<file path="config.mk">
export PLATFORM = sky130hd
export DESIGN_NAME = stfd_top
export DESIGN_NICKNAME = d
export VERILOG_FILES = /design/src/pkg/stfd_pkg.sv /design/src/hw/stfd_top.sv /design/src/hw/stfd_sync.sv
export SDC_FILE = /design/constraint.sdc
export NUM_CORES = 1
export LEC_CHECK = 0
export ABC_AREA = 1
export BUFFER_PORTS_ARGS = -buffer_cell sky130_fd_sc_hd__buf_2
export CORE_UTILIZATION = 45
export CTS_CLUSTER_DIAMETER = 30
export DETAILED_ROUTE_END_ITERATION = 8
export PLACE_DENSITY = 0.84
export SKIP_CTS_REPAIR_TIMING = 1
export SLEW_MARGIN = 20
export SYNTH_ARGS = -nofsm -noshare
export SYNTH_HDL_FRONTEND = slang
export SYNTH_HIERARCHICAL = 1
export SYNTH_SLANG_ARGS = --single-unit
</file>
<file path="constraint.sdc">
create_clock -name clk_i -period 3.45 [get_ports clk_i]
set_input_delay 0.345 -clock clk_i [delete_from_list [all_inputs] [get_ports clk_i]]
set_output_delay 0.345 -clock clk_i [all_outputs]
set_load 0.02 [all_outputs]
</file>
<file path="src/pkg/stfd_pkg.sv">
// Purpose: shared constants for the self-test fault display block
// Assumes: one 100 MHz clock, synchronous active-high reset
// Notes: wishbone register map, field positions and reset values
package stfd_pkg;

	// ************************************************************
	// register map (byte addresses)
	// ************************************************************
	localparam logic [3:0] STFD_OFS_CTRL = 4'h0;
	localparam logic [3:0] STFD_OFS_STAT = 4'h4;
	localparam logic [3:0] STFD_OFS_IRQ_STAT = 4'h8;
	localparam logic [3:0] STFD_OFS_IRQ_MASK = 4'hC;

	// ************************************************************
	// control fields
	// ************************************************************
	localparam int STFD_CTRL_SELF_TEST = 0;
	localparam int STFD_CTRL_LAMP_TEST = 1;
	localparam int STFD_CTRL_DISP_RESET = 2;
	localparam int STFD_CTRL_PWR_ON = 3;
	localparam logic [3:0] STFD_CTRL_RESET = 4'h8;

	// ************************************************************
	// status / interrupt fields
	// ************************************************************
	localparam int STFD_EV_SEC_ERR = 0;
	localparam int STFD_EV_OVERTEMP = 1;
	localparam int STFD_EV_ST_EXIT = 2;
	localparam int STFD_EV_W = 3;
	localparam logic [2:0] STFD_EV_RESET = 3'h0;
	localparam logic [2:0] STFD_MASK_RESET = 3'h0;

	// ************************************************************
	// display codes and counts
	// ************************************************************
	localparam logic [1:0] STFD_TENS_TWO = 2'h2;
	localparam logic [3:0] STFD_UNITS_TWO = 4'h2;
	localparam logic [1:0] STFD_TENS_EIGHT = 2'h2;
	localparam logic [3:0] STFD_UNITS_EIGHT = 4'h8;
	localparam int STFD_SCAN_ENDS = 3;
	localparam int STFD_SEL_LO = 2;
	localparam int STFD_SEL_HI = 6;
	localparam int STFD_SYNC_STAGES = 2;

	typedef enum logic [1:0] {
		STFD_IDLE = 2'b00,
		STFD_WAIT = 2'b01,
		STFD_ARMED = 2'b11
	} stfd_st_t;

endpackage : stfd_pkg

</file>
<file path="src/hw/stfd_top.sv">
// Purpose: self-test secondary check and fault display control
// Assumes: wishbone classic slave, one clock, synchronous reset
// Notes: reset value of sync stages loaded via rst path in top
`timescale 1ns/1ps

module stfd_top
	import stfd_pkg::*;
#(
	parameter int MUX_ERR_W = 4,
	parameter int DEMUX_ERR_W = 4,
	parameter int SEL_W = 7
) (
	// clock and reset
	input wire logic clk_i,
	input wire logic rst_i,
	// wishbone slave
	input wire logic cyc_i,
	input wire logic stb_i,
	input wire logic we_i,
	input wire logic [3:0] adr_i,
	input wire logic [3:0] sel_i,
	input wire logic [31:0] dat_i,
	output logic [31:0] dat_o,
	output logic ack_o,
	// diagnostic inputs, high means no error on mux_ok_i, tol_ok_i, demux_ok_i and overtemp_n_i, while high on sel_err_i bits 2 to 6 flags an error in self-test
	input wire logic [MUX_ERR_W-1:0] mux_ok_i,
	input wire logic tol_ok_i,
	input wire logic [DEMUX_ERR_W-1:0] demux_ok_i,
	input wire logic [SEL_W-1:0] sel_err_i,
	input wire logic word_scan_end_i,
	input wire logic overtemp_n_i,
	input wire logic overtemp_shutdown_strap_i,
	// display card codes
	input wire logic [1:0] tens_code_i,
	input wire logic [3:0] units_code_i,
	// fault display and indicators
	output logic [1:0] tens_digit_o,
	output logic [3:0] units_digit_o,
	output logic ripple_blank_in_n_o,
	output logic lamp_dec_en_o,
	output logic mux_card_error_o,
	output logic temp_lamp_o,
	output logic supply_inhibit_o,
	output logic temp_alarm_clear_o,
	// alarm distribution card
	output logic self_check_request_o,
	output logic self_test_active_n_o,
	output logic mux_error_reset_o,
	output logic demux_error_reset_o,
	output logic mux_no_err_o,
	output logic demux_no_err_o,
	output logic sec_err_o,
	// interrupt
	output logic irq_o
);
	localparam int SYNC_W = MUX_ERR_W + DEMUX_ERR_W + SEL_W + 3;

	if (SEL_W <= STFD_SEL_HI) begin : g_bad_sel_w
		$error("stfd_top needs selector outputs up to 6");
	end

	// ************************************************************
	// input synchronisation
	// ************************************************************
	logic [SYNC_W-1:0] raw;
	logic [SYNC_W-1:0] synced;
	logic [MUX_ERR_W-1:0] mux_ok;
	logic [DEMUX_ERR_W-1:0] demux_ok;
	logic [SEL_W-1:0] sel_err;
	logic tol_ok;
	logic scan_end;
	logic hot;
	logic reset_done;

	assign raw = {mux_ok_i, demux_ok_i, sel_err_i, tol_ok_i,
		word_scan_end_i, overtemp_n_i};

	stfd_sync #(.W(SYNC_W)) u_sync (
		.clk_i(clk_i),
		.rst_i(rst_i),
		.d_i(raw),
		.init_i({SYNC_W{1'b0}}),
		.q_o(synced)
	);

	// hold off evaluation until the sync pipe has flushed after reset
	logic [1:0] flush;
	always_ff @(posedge clk_i) begin
		if (rst_i) begin
			flush <= 2'h0;
		end else if (!reset_done) begin
			flush <= flush + 2'h1;
		end
	end
	assign reset_done = (flush == 2'h3);

	assign mux_ok = reset_done ? synced[SYNC_W-1 -: MUX_ERR_W]
		: {MUX_ERR_W{1'b1}};
	assign demux_ok = reset_done
		? synced[SEL_W+3 +: DEMUX_ERR_W] : {DEMUX_ERR_W{1'b1}};
	assign sel_err = reset_done ? synced[3 +: SEL_W] : {SEL_W{1'b0}};
	assign tol_ok = reset_done ? synced[2] : 1'b1;
	assign scan_end = reset_done ? synced[1] : 1'b0;
	assign hot = reset_done ? !synced[0] : 1'b0;

	// ************************************************************
	// control register
	// ************************************************************
	logic [3:0] ctrl;
	logic [STFD_EV_W-1:0] irq_stat;
	logic [STFD_EV_W-1:0] irq_mask;
	logic wb_req;
	logic wb_wr;
	logic wr_ctrl;
	logic wr_stat;
	logic wr_mask;
	logic [31:0] rd_data;

	assign wb_req = cyc_i && stb_i && !ack_o;
	assign wb_wr = wb_req && we_i && sel_i[0];
	assign wr_ctrl = wb_wr && (adr_i == STFD_OFS_CTRL);
	assign wr_stat = wb_wr && (adr_i == STFD_OFS_IRQ_STAT);
	assign wr_mask = wb_wr && (adr_i == STFD_OFS_IRQ_MASK);

	always_ff @(posedge clk_i) begin
		if (rst_i) begin
			ctrl <= STFD_CTRL_RESET;
		end else if (wr_ctrl) begin
			ctrl <= dat_i[3:0];
		end
	end

	logic self_test;
	logic lamp_test;
	logic disp_reset;
	logic pwr_on;
	assign self_test = ctrl[STFD_CTRL_SELF_TEST];
	assign lamp_test = ctrl[STFD_CTRL_LAMP_TEST];
	assign disp_reset = ctrl[STFD_CTRL_DISP_RESET];
	assign pwr_on = ctrl[STFD_CTRL_PWR_ON];

	// ************************************************************
	// switch edges and error resets
	// ************************************************************
	logic st_d;
	logic lt_d;
	logic dr_d;
	logic pw_d;
	always_ff @(posedge clk_i) begin
		if (rst_i) begin
			st_d <= 1'b0;
			lt_d <= 1'b0;
			dr_d <= 1'b0;
			pw_d <= 1'b1;
		end else begin
			st_d <= self_test;
			lt_d <= lamp_test;
			dr_d <= disp_reset;
			pw_d <= pwr_on;
		end
	end

	logic st_fall;
	logic lt_fall;
	logic dr_rise;
	logic pw_fall;
	assign st_fall = st_d && !self_test;
	assign lt_fall = lt_d && !lamp_test;
	assign dr_rise = disp_reset && !dr_d;
	assign pw_fall = pw_d && !pwr_on;

	logic err_reset;
	assign err_reset = st_fall || dr_rise;
	always_ff @(posedge clk_i) begin
		if (rst_i) begin
			mux_error_reset_o <= 1'b0;
			demux_error_reset_o <= 1'b0;
		end else begin
			mux_error_reset_o <= err_reset;
			demux_error_reset_o <= err_reset;
		end
	end

	assign self_check_request_o = self_test;
	assign self_test_active_n_o = !self_test;

	// ************************************************************
	// self-test delay: third scan end arms the decoder
	// ************************************************************
	stfd_st_t state;
	stfd_st_t next_state;
	logic [1:0] scan_cnt;
	logic scan_d;
	logic scan_pulse;

	always_ff @(posedge clk_i) begin
		if (rst_i) begin
			scan_d <= 1'b0;
		end else begin
			scan_d <= scan_end;
		end
	end
	assign scan_pulse = scan_end && !scan_d;

	always_comb begin
		next_state = state;
		case (state)
			STFD_IDLE: begin
				if (self_test) begin
					next_state = STFD_WAIT;
				end
			end
			STFD_WAIT: begin
				if (!self_test) begin
					next_state = STFD_IDLE;
				end else if (scan_pulse &&
					scan_cnt == 2'(STFD_SCAN_ENDS - 1)) begin
					next_state = STFD_ARMED;
				end
			end
			STFD_ARMED: begin
				if (!self_test) begin
					next_state = STFD_IDLE;
				end
			end
			default: begin
				next_state = STFD_IDLE;
			end
		endcase
	end

	always_ff @(posedge clk_i) begin
		if (rst_i) begin
			state <= STFD_IDLE;
			scan_cnt <= 2'h0;
		end else begin
			state <= next_state;
			if (state != STFD_WAIT) begin
				scan_cnt <= 2'h0;
			end else if (scan_pulse) begin
				scan_cnt <= scan_cnt + 2'h1;
			end
		end
	end

	// ************************************************************
	// secondary diagnostic check
	// ************************************************************
	logic mux_no_err;
	logic demux_no_err;
	logic sel_any;
	logic sec_err;
	assign mux_no_err = (&mux_ok) && tol_ok;
	assign demux_no_err = &demux_ok;
	assign sel_any = |sel_err[STFD_SEL_HI:STFD_SEL_LO];
	assign sec_err = sel_any && self_test;

	always_ff @(posedge clk_i) begin
		if (rst_i) begin
			mux_no_err_o <= 1'b0;
			demux_no_err_o <= 1'b0;
			sec_err_o <= 1'b0;
			mux_card_error_o <= 1'b0;
			lamp_dec_en_o <= 1'b0;
		end else begin
			mux_no_err_o <= mux_no_err;
			demux_no_err_o <= demux_no_err;
			sec_err_o <= sec_err;
			mux_card_error_o <= sec_err;
			// armed decode, forced on by a secondary error or lamp test
			lamp_dec_en_o <= (state == STFD_ARMED) || sec_err
				|| lamp_test;
		end
	end

	// ************************************************************
	// fault location display
	// ************************************************************
	logic [1:0] next_tens;
	logic [3:0] next_units;
	always_comb begin
		if (lamp_test) begin
			next_tens = STFD_TENS_EIGHT;
			next_units = STFD_UNITS_EIGHT;
		end else if (sec_err) begin
			next_tens = STFD_TENS_TWO;
			next_units = STFD_UNITS_TWO;
		end else if (self_test) begin
			next_tens = 2'h0;
			next_units = 4'h0;
		end else begin
			next_tens = tens_code_i;
			next_units = units_code_i;
		end
	end

	always_ff @(posedge clk_i) begin
		if (rst_i) begin
			tens_digit_o <= 2'h0;
			units_digit_o <= 4'h0;
			ripple_blank_in_n_o <= 1'b1;
		end else begin
			tens_digit_o <= next_tens;
			units_digit_o <= next_units;
			ripple_blank_in_n_o <= !(self_test && !sec_err
				&& !lamp_test);
		end
	end

	// ************************************************************
	// temperature alarm latch and supply inhibit
	// ************************************************************
	logic temp_latch;
	logic alarm_clear;
	assign alarm_clear = st_fall || lt_fall;

	always_ff @(posedge clk_i) begin
		if (rst_i) begin
			temp_latch <= 1'b0;
			supply_inhibit_o <= 1'b0;
			temp_alarm_clear_o <= 1'b0;
		end else begin
			temp_alarm_clear_o <= alarm_clear;
			// a set in the clearing cycle wins
			if (hot || self_test) begin
				temp_latch <= 1'b1;
			end else if (alarm_clear) begin
				temp_latch <= 1'b0;
			end
			// inhibit holds until power control cycles off
			if (hot && overtemp_shutdown_strap_i) begin
				supply_inhibit_o <= 1'b1;
			end else if (pw_fall) begin
				supply_inhibit_o <= 1'b0;
			end
		end
	end
	assign temp_lamp_o = temp_latch || lamp_test;

	// ************************************************************
	// interrupts and register read
	// ************************************************************
	logic [STFD_EV_W-1:0] ev;
	assign ev = {st_fall, hot, sec_err};

	genvar gi;
	generate
		for (gi = 0; gi < STFD_EV_W; gi++) begin : g_irq
			always_ff @(posedge clk_i) begin
				if (rst_i) begin
					irq_stat[gi] <= STFD_EV_RESET[gi];
				end else if (ev[gi]) begin
					irq_stat[gi] <= 1'b1;
				end else if (wr_stat && dat_i[gi]) begin
					irq_stat[gi] <= 1'b0;
				end
			end
		end
	endgenerate

	always_ff @(posedge clk_i) begin
		if (rst_i) begin
			irq_mask <= STFD_MASK_RESET;
		end else if (wr_mask) begin
			irq_mask <= dat_i[STFD_EV_W-1:0];
		end
	end
	assign irq_o = |(irq_stat & irq_mask);

	logic [31:0] stat_word;
	assign stat_word = {22'h0, temp_latch, supply_inhibit_o,
		lamp_dec_en_o, sec_err_o, demux_no_err_o, mux_no_err_o,
		state, 2'h0};

	always_comb begin
		case (adr_i)
			STFD_OFS_CTRL: rd_data = {28'h0, ctrl};
			STFD_OFS_STAT: rd_data = stat_word;
			STFD_OFS_IRQ_STAT: rd_data = {29'h0, irq_stat};
			STFD_OFS_IRQ_MASK: rd_data = {29'h0, irq_mask};
			default: rd_data = 32'h0;
		endcase
	end

	always_ff @(posedge clk_i) begin
		if (rst_i) begin
			ack_o <= 1'b0;
			dat_o <= 32'h0;
		end else begin
			ack_o <= wb_req;
			dat_o <= (wb_req && !we_i) ? rd_data : 32'h0;
		end
	end
endmodule : stfd_top

</file>
<file path="src/hw/stfd_sync.sv">
// Purpose: two-stage synchroniser for a vector of levels
// Assumes: inputs are static levels relative to clk_i
// Notes: first stage feeds only the second stage
`timescale 1ns/1ps
module stfd_sync #(
	parameter int W = 8
) (
	// clock and reset
	input wire logic clk_i,
	input wire logic rst_i,
	// data
	input wire logic [W-1:0] d_i,
	input wire logic [W-1:0] init_i,
	output logic [W-1:0] q_o
);
	logic [W-1:0] meta;

	if (W < 1) begin : g_bad_width
		$error("stfd_sync width must be positive");
	end

	// reset loads a known level so nothing downstream sees unknowns
	always_ff @(posedge clk_i) begin
		if (rst_i) begin
			meta <= init_i;
			q_o <= init_i;
		end else begin
			meta <= d_i;
			q_o <= meta;
		end
	end
endmodule : stfd_sync

</file>
; ---- Word level (Yosys, flattened, before mapping)
; Cells that the tools add are included.
[op_classes]
bitwise = 2
eq_ne = 11
addsub = 2
reduce_logical = 54
n_mux = 28
[ops]
columns = operator, count
row1 = 10-bit case mux with 4 select lines, 1
row2 = 1-bit logical AND, 22
row3 = 4-bit 2-to-1 mux, 5
row4 = 2-bit 2-to-1 mux, 7
row5 = 1-bit 2-to-1 mux, 13
row6 = 1-bit zero test, 10
row7 = 2-bit nonzero test, 5
row8 = 4-bit == test (second input constant), 2
row9 = 4-bit AND reduction, 2
row10 = 7-bit 2-to-1 mux, 1
row11 = 2-bit == test (second input constant), 3
row12 = 1-bit logical OR, 6
row13 = 2-bit case mux with 3 select lines, 1
row14 = 2-bit OR reduction, 3
row15 = 5-bit OR reduction, 1
row16 = 2-bit by 1-bit adder with 2-bit output (second input constant), 2
row17 = 4-bit by 3-bit == test with 1-bit output (second input constant), 1
row18 = 4-bit zero test, 1
row19 = 2-bit != test (second input constant), 2
row20 = 4-bit OR reduction, 1
row21 = 3-bit bitwise AND, 1
row22 = 3-bit != test (second input constant), 1
row23 = 3-bit AND reduction, 1
row24 = 3-bit OR reduction, 1
row25 = other kinds (4), 4
[totals]
output_inout_bits = 53
regBits = 105
word_cells = 128

; ---- Longest topological paths before layout
; Gate-level depths: netlist (run 1).
[logic_depth]
depth_word = 8
mapped_depth = 7
mapped_depth_nobuf = 7

; ---- Hierarchy
; The synthesis (run 1) kept the hierarchy.
[modules_own_cells]
columns = mod, area_each_um2, seq_area_each_um2, cells_per_inst, n_inst
row1 = stfd_top, 2047.0, 940.9, 248, 1
row2 = stfd_sync, 1159.9, 720.7, 132, 1

; ---- Least setup slack after synthesis (run 1)
; Ideal clock, no wire load.
[synth_path]
path_type = reg-to-reg
from = register flush[0]
to = register scan_cnt[0]
period_less_slack_ns = 1.134
t_arrival_ns = 1.064
path_buffers = 1
setup_time_ns = 0.070
stages_incl_launch_ff = 7
t_required_ns = 3.380
setup_slack_ns = 2.316
path_cell_list = dfxtp_1 > ha_1 > buf_4 > inv_2 > nor3_4 > or2_1 > a21oi_1
[synth_via]
elab_chain_len = 3
[synth_rtl]
columns = item, line_no
row1 = "start, declared", stfd_top.sv:87  ; logic [1:0] flush;
row2 = "start signal, assigned", stfd_top.sv:92  ; flush <= flush + 2'h1;
row3 = 2-bit == test, stfd_top.sv:95  ; assign reset_done = (flush == 2'h3);
row4 = 1-bit 2-to-1 mux, stfd_top.sv:103  ; assign scan_end = reset_done ? synced[1] : 1'b0;
row5 = 1-bit logical AND, stfd_top.sv:203  ; assign scan_pulse = scan_end && !scan_d;
row6 = "end signal, assigned", stfd_top.sv:241  ; scan_cnt <= scan_cnt + 2'h1;
row7 = "end, declared", stfd_top.sv:192  ; logic [1:0] scan_cnt;
; Every way passes these cells.
; A chain may end at the register's enable or synchronous reset.

; ---- Worst setup path after layout (run 1)
[layout_path]
from = register ctrl[1]
to = output port temp_lamp_o
[layout_via]
elab_chain_len = 1
[layout_rtl]
columns = item, line_no
row1 = "start, declared", stfd_top.sv:109  ; logic [3:0] ctrl;
row2 = "start signal, assigned", stfd_top.sv:129  ; ctrl <= dat_i[3:0];
row3 = 1-bit logical OR, stfd_top.sv:338  ; assign temp_lamp_o = temp_latch || lamp_test;
row4 = "end, declared", stfd_top.sv:42  ; output logic temp_lamp_o,
; Every way passes these cells.

==> reports/metrics.cfg, run 1 <==
[cts]
htreeDepth = 3
cts_root_buf = clkbuf_8
path_clk_slew_ns = 0.08
cts_tree = done
cts_max_path_buffers = 2
cts_buffers = 9
clock_latency_ns = 0.34
cts_num_sinks = 79

[grt]
overflow = 0
grt_usage = 0.156
grt_most_used_layer = met2
grt_pass1_vias = 2119
met3_usage = 0.0393
grt_max_degree = 36
met2_usage = 0.273
met1_usage = 0.180
grt_pass1_wl_um = 8840
antenna_found_initial = 0

[min_path]
hold_start = mux_ok_i[2]
worst_hold_path.num_cells = 3
whs_endpoint = u_sync/meta[16]
hold_class = in -> reg

[detailed_routing]
avgViaCountPerCell = 4.36
wl_per_cell_um = 9.99
wl_um = 5300
vias = 2317
drc = 12
dr.pass1.iters = 9
ant_nets = 0
drtIter0Drc = 95

[cells_and_area]
drive_gt1_frac = 0.247
layout_common_cells = nand2_1 (117), dfxtp_1 (79), buf_2 (67)
mostFrequentLayoutCell = nand2_1
syn_to_final_growth_pct = 16.9
fin_nets = 521
utilization = 0.555
final_area_mm2 = 0.00361
diodes = 0
n_fill_cell = 594

[setup_path]
rr_startpoint = flush[0]
worstPathMaxFanout = 8
end_kind = primary output
regToRegEndpoint = scan_cnt[1]
r2r_slack_ns = 2.12
critPathKind = reg -> out
cp.arrival_ns = 1.19
required_ns = 3.11
reg2regPathDepth = 5
start_kind = flip-flop

[die]
coreArea_mm2 = 0.00649
start_util = 0.475
fp.dieH_um = 84.8
die_width_um = 84.8
row_count = 29
die-area_mm2 = 0.00719
io_pins = 123

[synth]
avgSynthCellArea_um2 = 8.43
synth_warnings = 6
syn_area_mm2 = 0.00308
synth_cells = 366

[placed_design]
place.gp.congestion = 0.760
hpwlAfterDp_um = 3880
place_area_mm2 = 0.00339
port_buffers = 67

[sta]
hold_viol = 0
finalCritPeriodShare = 0.446
finalWorstPathRequiredPeriod_ns = 1.54
tns_ns = 0
fmax_ghz = 0.650
rsz0062_at_grt = no
finalMaxSlewViolations = 0
skew_ns = 0.00798
setup_viol = 0

[pwr]
p_leak_nw = 1.83
finalPower_mw = 1.89
ir_drop_mv = 0.267
power_density_mw_per_mm2 = 524

[outcome]
status = finished with violations
violations = design-rule violations

[job]
maxCapViolCount = 0

-- through the flow --
stage | hold slack [ns] | worst slack, ns | cells
floorplan | 0.395 | 2.32 | 403
global placement | 0.401 | 2.04 | 515
detailed placement | 0.404 | 2.03 | 515
CTS | 0.175 | 1.91 | 531
global route | 0.176 | 1.86 | 531
finish | 0.188 | 1.91 | 531
-- critical path, stage by stage, from the launching register on --
cell	delay (ns)
dfxtp_1	0.41
inv_1	0.18
nand2_1	0.11
buf_2	0.16
-- flip-flops by register name, indices dropped and copies added, names as in the netlist, 2 cells and up --
name	flops
state	2
ctrl	4
flush	2
tens_digit_o	2
dat_o	10
u_sync/meta	16
u_sync/q_o	16
irq_stat	3
units_digit_o	4
irq_mask	3
scan_cnt	2
-- worst max-delay path by stage --
| stage | startpoint | to | slack (ns) | cells past startpoint |
|---|---|---|---|---|
| after floorplan | flush[0] | scan_cnt[0] | 2.32 | 6 |
| after global placement | rst_i | dat_o[3] | 2.04 | 6 |
| after detailed placement | rst_i | dat_o[3] | 2.03 | 6 |
| after CTS | ctrl[1] | temp_lamp_o | 1.91 | 3 |
| after global routing | ctrl[1] | temp_lamp_o | 1.86 | 3 |
| final | ctrl[1] | temp_lamp_o | 1.91 | 3 |
-- where the power goes --
part | leakage [nW] | internal (mW) | switching, mW | total [mW]
clock network | 0.104 | 0.410 | 0.323 | 0.733
registers | 0.652 | 0.961 | 0.0168 | 0.978
logic | 1.07 | 0.0580 | 0.120 | 0.178
-- area by class of cell --
| type | count | area [um^2] | share of cell area |
|---|---|---|---|
| clock buffers | 11 | 131 | 0.0364 |
| flip-flops and latches | 79 | 1580 | 0.439 |
| clock inverters | 5 | 81.3 | 0.0226 |
| well taps | 77 | 96.3 | 0.0267 |
| multi-input cells | 263 | 1260 | 0.349 |
| repair buffers | 68 | 343 | 0.0951 |
| inverters | 28 | 113 | 0.0312 |
-- layer usage --
metal	routed length (um)	share of wire
met1	2400	0.45
met2	2500	0.47
met3	344	0.065
met4	67	0.013
met5	0	0
Power figures use the tool's default switching activity.
==> run 2, diff against run 1 <==
ABC_AREA = 0   (was 1)
CORE_UTILIZATION = 44   (was 45)
PLACE_DENSITY = 0.86   (was 0.84)
clock period = 1.3 ns   (was 3.45 ns; I/O delays follow)
==> run 2 against run 1 <==
  * Global-route usage up 0.37 points
  * The flow finishes with violations (negative setup slack)
  * Synthesized area up 0.45%
  * Non-clock buffer count up 44
  * Largest cell class unchanged
  * Total power rose to 2.8 times the previous value
  * Design area up 16%
  * Clock power rose to 2.9 times the previous value
  * First-iteration DRC count up 2.1%
  * Register-to-register slack worse by 2.2 ns
  * Sequential share of layout area down 5.9 points
  * Sequential power rose to 2.6 times the previous value
==> reports/metrics.cfg, run 2 <==
[outcome]
status = finished with violations  ; unchanged
violations = negative setup slack  ; was design-rule violations

[pwr]
ir_drop_mv = 1.12  ; was 0.267 mV
finalPower_mw = 5.36  ; was 1.89 mW
power_density_mw_per_mm2 = 1280  ; was 524 mW/mm^2
p_leak_nw = 2.04  ; was 1.83 nW

[cts]
clock_latency_ns = 0.34  ; about the same
cts_num_sinks = 79  ; unchanged
cts_tree = done  ; unchanged
cts_buffers = 9  ; unchanged
cts_root_buf = clkbuf_8  ; unchanged
htreeDepth = 3  ; unchanged
cts_max_path_buffers = 2  ; unchanged
path_clk_slew_ns = 0.07  ; was 0.08 ns

[sta]
fmax_ghz = 0.701
skew_ns = 0.00485  ; was 0.00798 ns
rsz0062_at_grt = yes  ; was no
finalWorstPathRequiredPeriod_ns = 1.43
finalCritPeriodShare = 1.10
finalMaxSlewViolations = 0  ; unchanged
setup_ws_ns = -0.127  ; was 1.91 ns
hold_viol = 0  ; unchanged
setup_viol = 5  ; was 0

[cells_and_area]
ff_latch_area_mm2 = 0.00159  ; was 0.00158 mm^2
multi_input_area_mm2 = 0.00144  ; was 0.00126 mm^2
syn_to_final_growth_pct = 35.5  ; was 16.9%
top_regs = u_sync/meta: 16 flops, u_sync/q_o: 16 flops, dat_o: 10 flops  ; unchanged
fin_nets = 479  ; was 521
n_fill_cell = 531  ; was 594
drive_gt1_frac = 0.398  ; was 0.247
layout_common_cells = dfxtp_1 (71), buf_2 (66), conb_1 (54)  ; was nand2_1 (117), dfxtp_1 (79), buf_2 (67)
diodes = 0  ; unchanged
mostFrequentLayoutCell = dfxtp_1  ; was nand2_1

[job]
maxCapViolCount = 0  ; unchanged

[detailed_routing]
drc = 0  ; was 12
avgViaCountPerCell = 4.30  ; was 4.36
wl_per_cell_um = 11.4  ; was 9.99 um
drtIter0Drc = 97  ; was 95
vias = 2185  ; was 2317
ant_nets = 0  ; unchanged
wl_um = 5810  ; was 5300 um
dr.pass1.iters = 4  ; was 9

[min_path]
hold_class = in -> reg  ; unchanged

[placed_design]
place.gp.congestion = 0.780  ; was 0.760
port_buffers = 67  ; unchanged
place_ws_ns = -0.134  ; was 2.03 ns
hpwlAfterDp_um = 4180  ; was 3880 um

[setup_path]
crit_buf_inv = 2  ; unchanged
critPathSlowestCell = a222oi_1  ; was dfxtp_1
cp_top_family = compound AO/OA/AOI/OAI gates  ; was flip-flops
r2r_slack_ns = -0.06  ; was 2.12 ns
max_stage_delay_ns = 0.37  ; was 0.41 ns
end_kind = primary output  ; unchanged
path_cells = a222oi_1 > inv_1 > buf_6  ; was inv_1 > nand2_1 > buf_2
worstPathMaxFanout = 2  ; was 8
critPathKind = reg -> out  ; unchanged
cp.arrival_ns = 1.30  ; was 1.19 ns
required_ns = 1.17  ; was 3.11 ns
start_kind = flip-flop  ; unchanged

[grt]
grt_usage = 0.160  ; was 0.156
grt_pass1_vias = 1993  ; was 2119
grt_pass1_wl_um = 8780  ; was 8840 um
overflow = 0  ; unchanged
grt_max_degree = 25  ; was 36
antenna_found_initial = 0  ; unchanged

[die]
io_pins = 123  ; unchanged
die_width_um = 85.9  ; was 84.8 um
coreArea_mm2 = 0.00679  ; was 0.00649 mm^2
row_count = 30  ; was 29
fp.dieH_um = 85.9  ; was 84.8 um
start_util = 0.456  ; was 0.475
die-area_mm2 = 0.00738  ; was 0.00719 mm^2

[synth]
avgSynthCellArea_um2 = 11.6  ; was 8.43 um^2
synth_cells = 266  ; was 366
synth_warnings = 6  ; unchanged
syn_area_mm2 = 0.00310  ; was 0.00308 mm^2

run 2: through the flow:
step	instance area, um^2	instances	util	hold slack, ns	TNS (ns)
after global routing	4200	508	0.618	-0.000265	-0.817
final	4200	508	0.618	0.0174	-0.304
after detailed placement	3670	470	0.540	0.348	-1.66
after floorplan	3310	319	-	0.252	-0.300
after global placement	3670	470	0.540	0.344	-1.30
after CTS	3920	486	0.576	-0.0235	-0.985
run 2: path summary, 6_finish.rpt:
check | start | to | cells past startpoint
worst min register to register | u_sync/q_o[1] | scan_d | 2
worst min-delay path | demux_ok_i[1] | u_sync/meta[11] | 2
worst max-delay path | irq_stat[0] | irq_o | 3
worst max register to register | u_sync/q_o[8] | units_digit_o[1] | 3
run 2: layer usage:
| metal | wire length, um | share of wire | global-route usage |
|---|---|---|---|
| met5 | 0 | 0 | 0 |
| met4 | 68 | 0.012 | 0.0515 |
| met3 | 368 | 0.063 | 0.0712 |
| met2 | 3040 | 0.52 | 0.285 |
| met1 | 2340 | 0.40 | 0.168 |
run 2: area by class of cell:
class | count | share of cell area
Sequential cell | 79 | 0.380
Timing Repair Buffer | 112 | 0.180
Tap cell | 96 | 0.0286
Clock inverter | 6 | 0.0256
Clock buffer | 10 | 0.0328
Multi-Input combinational cell | 193 | 0.343
Inverter | 12 | 0.0107
run 2: power breakdown:
| part | switching (mW) | internal, mW | total [mW] |
|---|---|---|---|
| clock network | 0.837 | 1.32 | 2.16 |
| registers | 0.0454 | 2.55 | 2.59 |
| logic | 0.287 | 0.329 | 0.616 |
==> run 3, diff against run 2 <==
BUFFER_PORTS_ARGS = -buffer_cell sky130_fd_sc_hd__buf_4   (was -buffer_cell sky130_fd_sc_hd__buf_2)
==> run 3 against run 2 <==
  * The run still ends with negative setup slack left
  * Routed wire length is 0.76% higher
  * Non-clock buffer count shrank 9
  * Die area did not move
  * Fmax is 3.3% higher
  * Critical path depth did not move
  * Core utilization up 0.70 points
  * Total power down 6.5%
  * Hold slack worse by 0.0090 ns
  * Design area up 1.1%
  * Clock-buffer cell count is 1 higher
  * Largest power group unchanged
  * Highest routed layer unchanged
==> reports/metrics.cfg, run 3 (synthesized netlist as in run 2, its figures left out) <==
[setup_path]
start_kind = flip-flop  ; unchanged
end_kind = flip-flop  ; was primary output
critPathKind = reg -> reg  ; was reg -> out
crit_buf_inv = 0  ; was 2
worstPathMaxFanout = 3  ; was 2
path_cells = or4_4 > o211ai_1 > a21oi_1  ; was a222oi_1 > inv_1 > buf_6
required_ns = 1.52  ; was 1.17 ns
critPathSlowestCell = or4_4  ; was a222oi_1
cp.arrival_ns = 1.61  ; was 1.30 ns
max_stage_delay_ns = 0.55  ; was 0.37 ns
cp_top_family = simple AND/OR/NAND/NOR gates  ; was compound AO/OA/AOI/OAI gates

[sta]
finalMaxSlewViolations = 0  ; unchanged
fmax_ghz = 0.724  ; was 0.701 GHz
hold_viol = 0  ; unchanged
tns_ns = -0.300  ; was -0.304 ns
finalCritPeriodShare = 1.06  ; was 1.10
setup_ws_ns = -0.0809  ; was -0.127 ns
setup_viol = 4  ; was 5
rsz0062_at_grt = yes  ; unchanged
finalWorstPathRequiredPeriod_ns = 1.38  ; was 1.43 ns
skew_ns = 0.00376  ; was 0.00485 ns

[detailed_routing]
wl_per_cell_um = 11.7  ; was 11.4 um
wl_um = 5860  ; was 5810 um
ant_nets = 0  ; unchanged
dr.pass1.iters = 4  ; unchanged
avgViaCountPerCell = 4.38  ; was 4.30
drtIter0Drc = 61  ; was 97
vias = 2184  ; was 2185
drc = 0  ; unchanged

[die]
coreArea_mm2 = 0.00679  ; unchanged
row_count = 30  ; unchanged
fp.dieH_um = 85.9  ; unchanged
start_util = 0.456  ; unchanged
die-area_mm2 = 0.00738  ; unchanged
io_pins = 123  ; unchanged
die_width_um = 85.9  ; unchanged

[cts]
path_clk_slew_ns = 0.08  ; was 0.07 ns
clock_latency_ns = 0.34  ; about the same
cts_root_buf = clkbuf_8  ; unchanged
cts_tree = done  ; unchanged
htreeDepth = 3  ; unchanged
cts_num_sinks = 79  ; unchanged
cts_buffers = 9  ; unchanged
cts_max_path_buffers = 2  ; unchanged

[outcome]
violations = negative setup slack  ; unchanged
status = finished with violations  ; unchanged

[pwr]
p_int_mw = 3.86  ; was 4.20 mW
p_leak_nw = 2.02  ; was 2.04 nW
power_density_mw_per_mm2 = 1180  ; was 1280 mW/mm^2
switching_share = 0.231  ; was 0.218
p_sw_mw = 1.16  ; was 1.17 mW
pwr-share-comb = 0.130  ; was 0.115
seq_power_share = 0.518  ; was 0.483
pwr-share-clk = 0.352  ; was 0.402
ir_drop_mv = 0.782  ; was 1.12 mV

[placed_design]
hpwlAfterDp_um = 4250  ; was 4180 um
place.gp.congestion = 0.784  ; was 0.780
port_buffers = 67  ; unchanged

[grt]
grt_usage = 0.159  ; was 0.160
antenna_found_initial = 0  ; unchanged
grt_pass1_vias = 2015  ; was 1993
grt_pass1_wl_um = 8830  ; was 8780 um
overflow = 0  ; unchanged
grt_max_degree = 21  ; was 25

[cells_and_area]
syn_to_final_growth_pct = 37.1  ; was 35.5%
layout_common_cells = buf_4 (86), dfxtp_1 (73), conb_1 (54)  ; was dfxtp_1 (71), buf_2 (66), conb_1 (54)
drive_gt1_frac = 0.390  ; was 0.398
utilization = 0.625  ; was 0.618
fin_nets = 470  ; was 479
mostFrequentLayoutCell = buf_4  ; was dfxtp_1
diodes = 0  ; unchanged
top_regs = u_sync/meta: 16 flops, u_sync/q_o: 16 flops, dat_o: 10 flops  ; unchanged

[min_path]
hold_class = in -> reg  ; unchanged

[job]
maxCapViolCount = 0  ; unchanged

==> run 3: changes by cell type in the layout (fill, tap and decap cells not counted), sizes merged <==
cell / before / now
clkinv: 2 / 4
bufinv: 3 / 1
clkinvlp: 1 / 0
buf: 95 / 92
dlygate4sd3: 17 / 11
clkbuf: 10 / 11
==> run 3: cell type report <==
class | instances | area, um^2
flip-flops and latches | 79 | 1590
clock inverters | 5 | 57.6
inverters | 12 | 45.0
clock buffers | 11 | 141
repair buffers | 103 | 841
well taps | 96 | 120
multi-input cells | 193 | 1450
fillers | 535 | 2550
==> run 3: worst paths after layout <==
| check | start | to | slack (ns) | cells past startpoint |
|---|---|---|---|---|
| worst max register to register | u_sync/q_o[5] | tens_digit_o[1] | -0.08 | 3 |
| worst min-delay path | sel_err_i[6] | u_sync/meta[9] | 0.008 | 2 |
| worst max-delay path | u_sync/q_o[5] | tens_digit_o[1] | -0.08 | 3 |
| worst min register to register | u_sync/q_o[1] | scan_d | 0.45 | 2 |
==> run 3: stage by stage <==
step	instance area [um^2]	setup slack [ns]	power (mW)	hold slack (ns)	cells
2_1_floorplan	3310	-0.0791	3.06	0.252	319
3_3_place_gp	3820	-0.158	3.20	0.344	467
3_5_place_dp	3820	-0.184	3.22	0.342	467
4_1_cts	4020	-0.101	4.98	-0.0249	483
5_1_grt	4250	-0.155	5.22	0.000367	499
6_report	4250	-0.0809	5.02	0.00839	499
==> run 3: power by group through the flow <==
stage / Clock [mW] / Sequential [mW] / Combinational (mW)
global placement: 0 / 2.64 / 0.558
CTS: 1.82 / 2.59 / 0.572
global route: 1.90 / 2.61 / 0.707
floorplan: 0 / 2.66 / 0.409
finish: 1.76 / 2.60 / 0.655
detailed placement: 0 / 2.64 / 0.570
==> run 3: worst register-to-register path, delay by kind of cell (launching register included) <==
kind,cells,cell delay (ns)
compound gates,2,0.42
flops,1,0.30
simple gates,1,0.55
==> run 3: per-layer routing <==
| metal | routed length (um) | track usage |
|---|---|---|
| met1 | 2270 | 0.162 |
| met2 | 3110 | 0.294 |
| met3 | 407 | 0.0577 |
| met4 | 69 | 0.0606 |
| met5 | 0 | 0 |
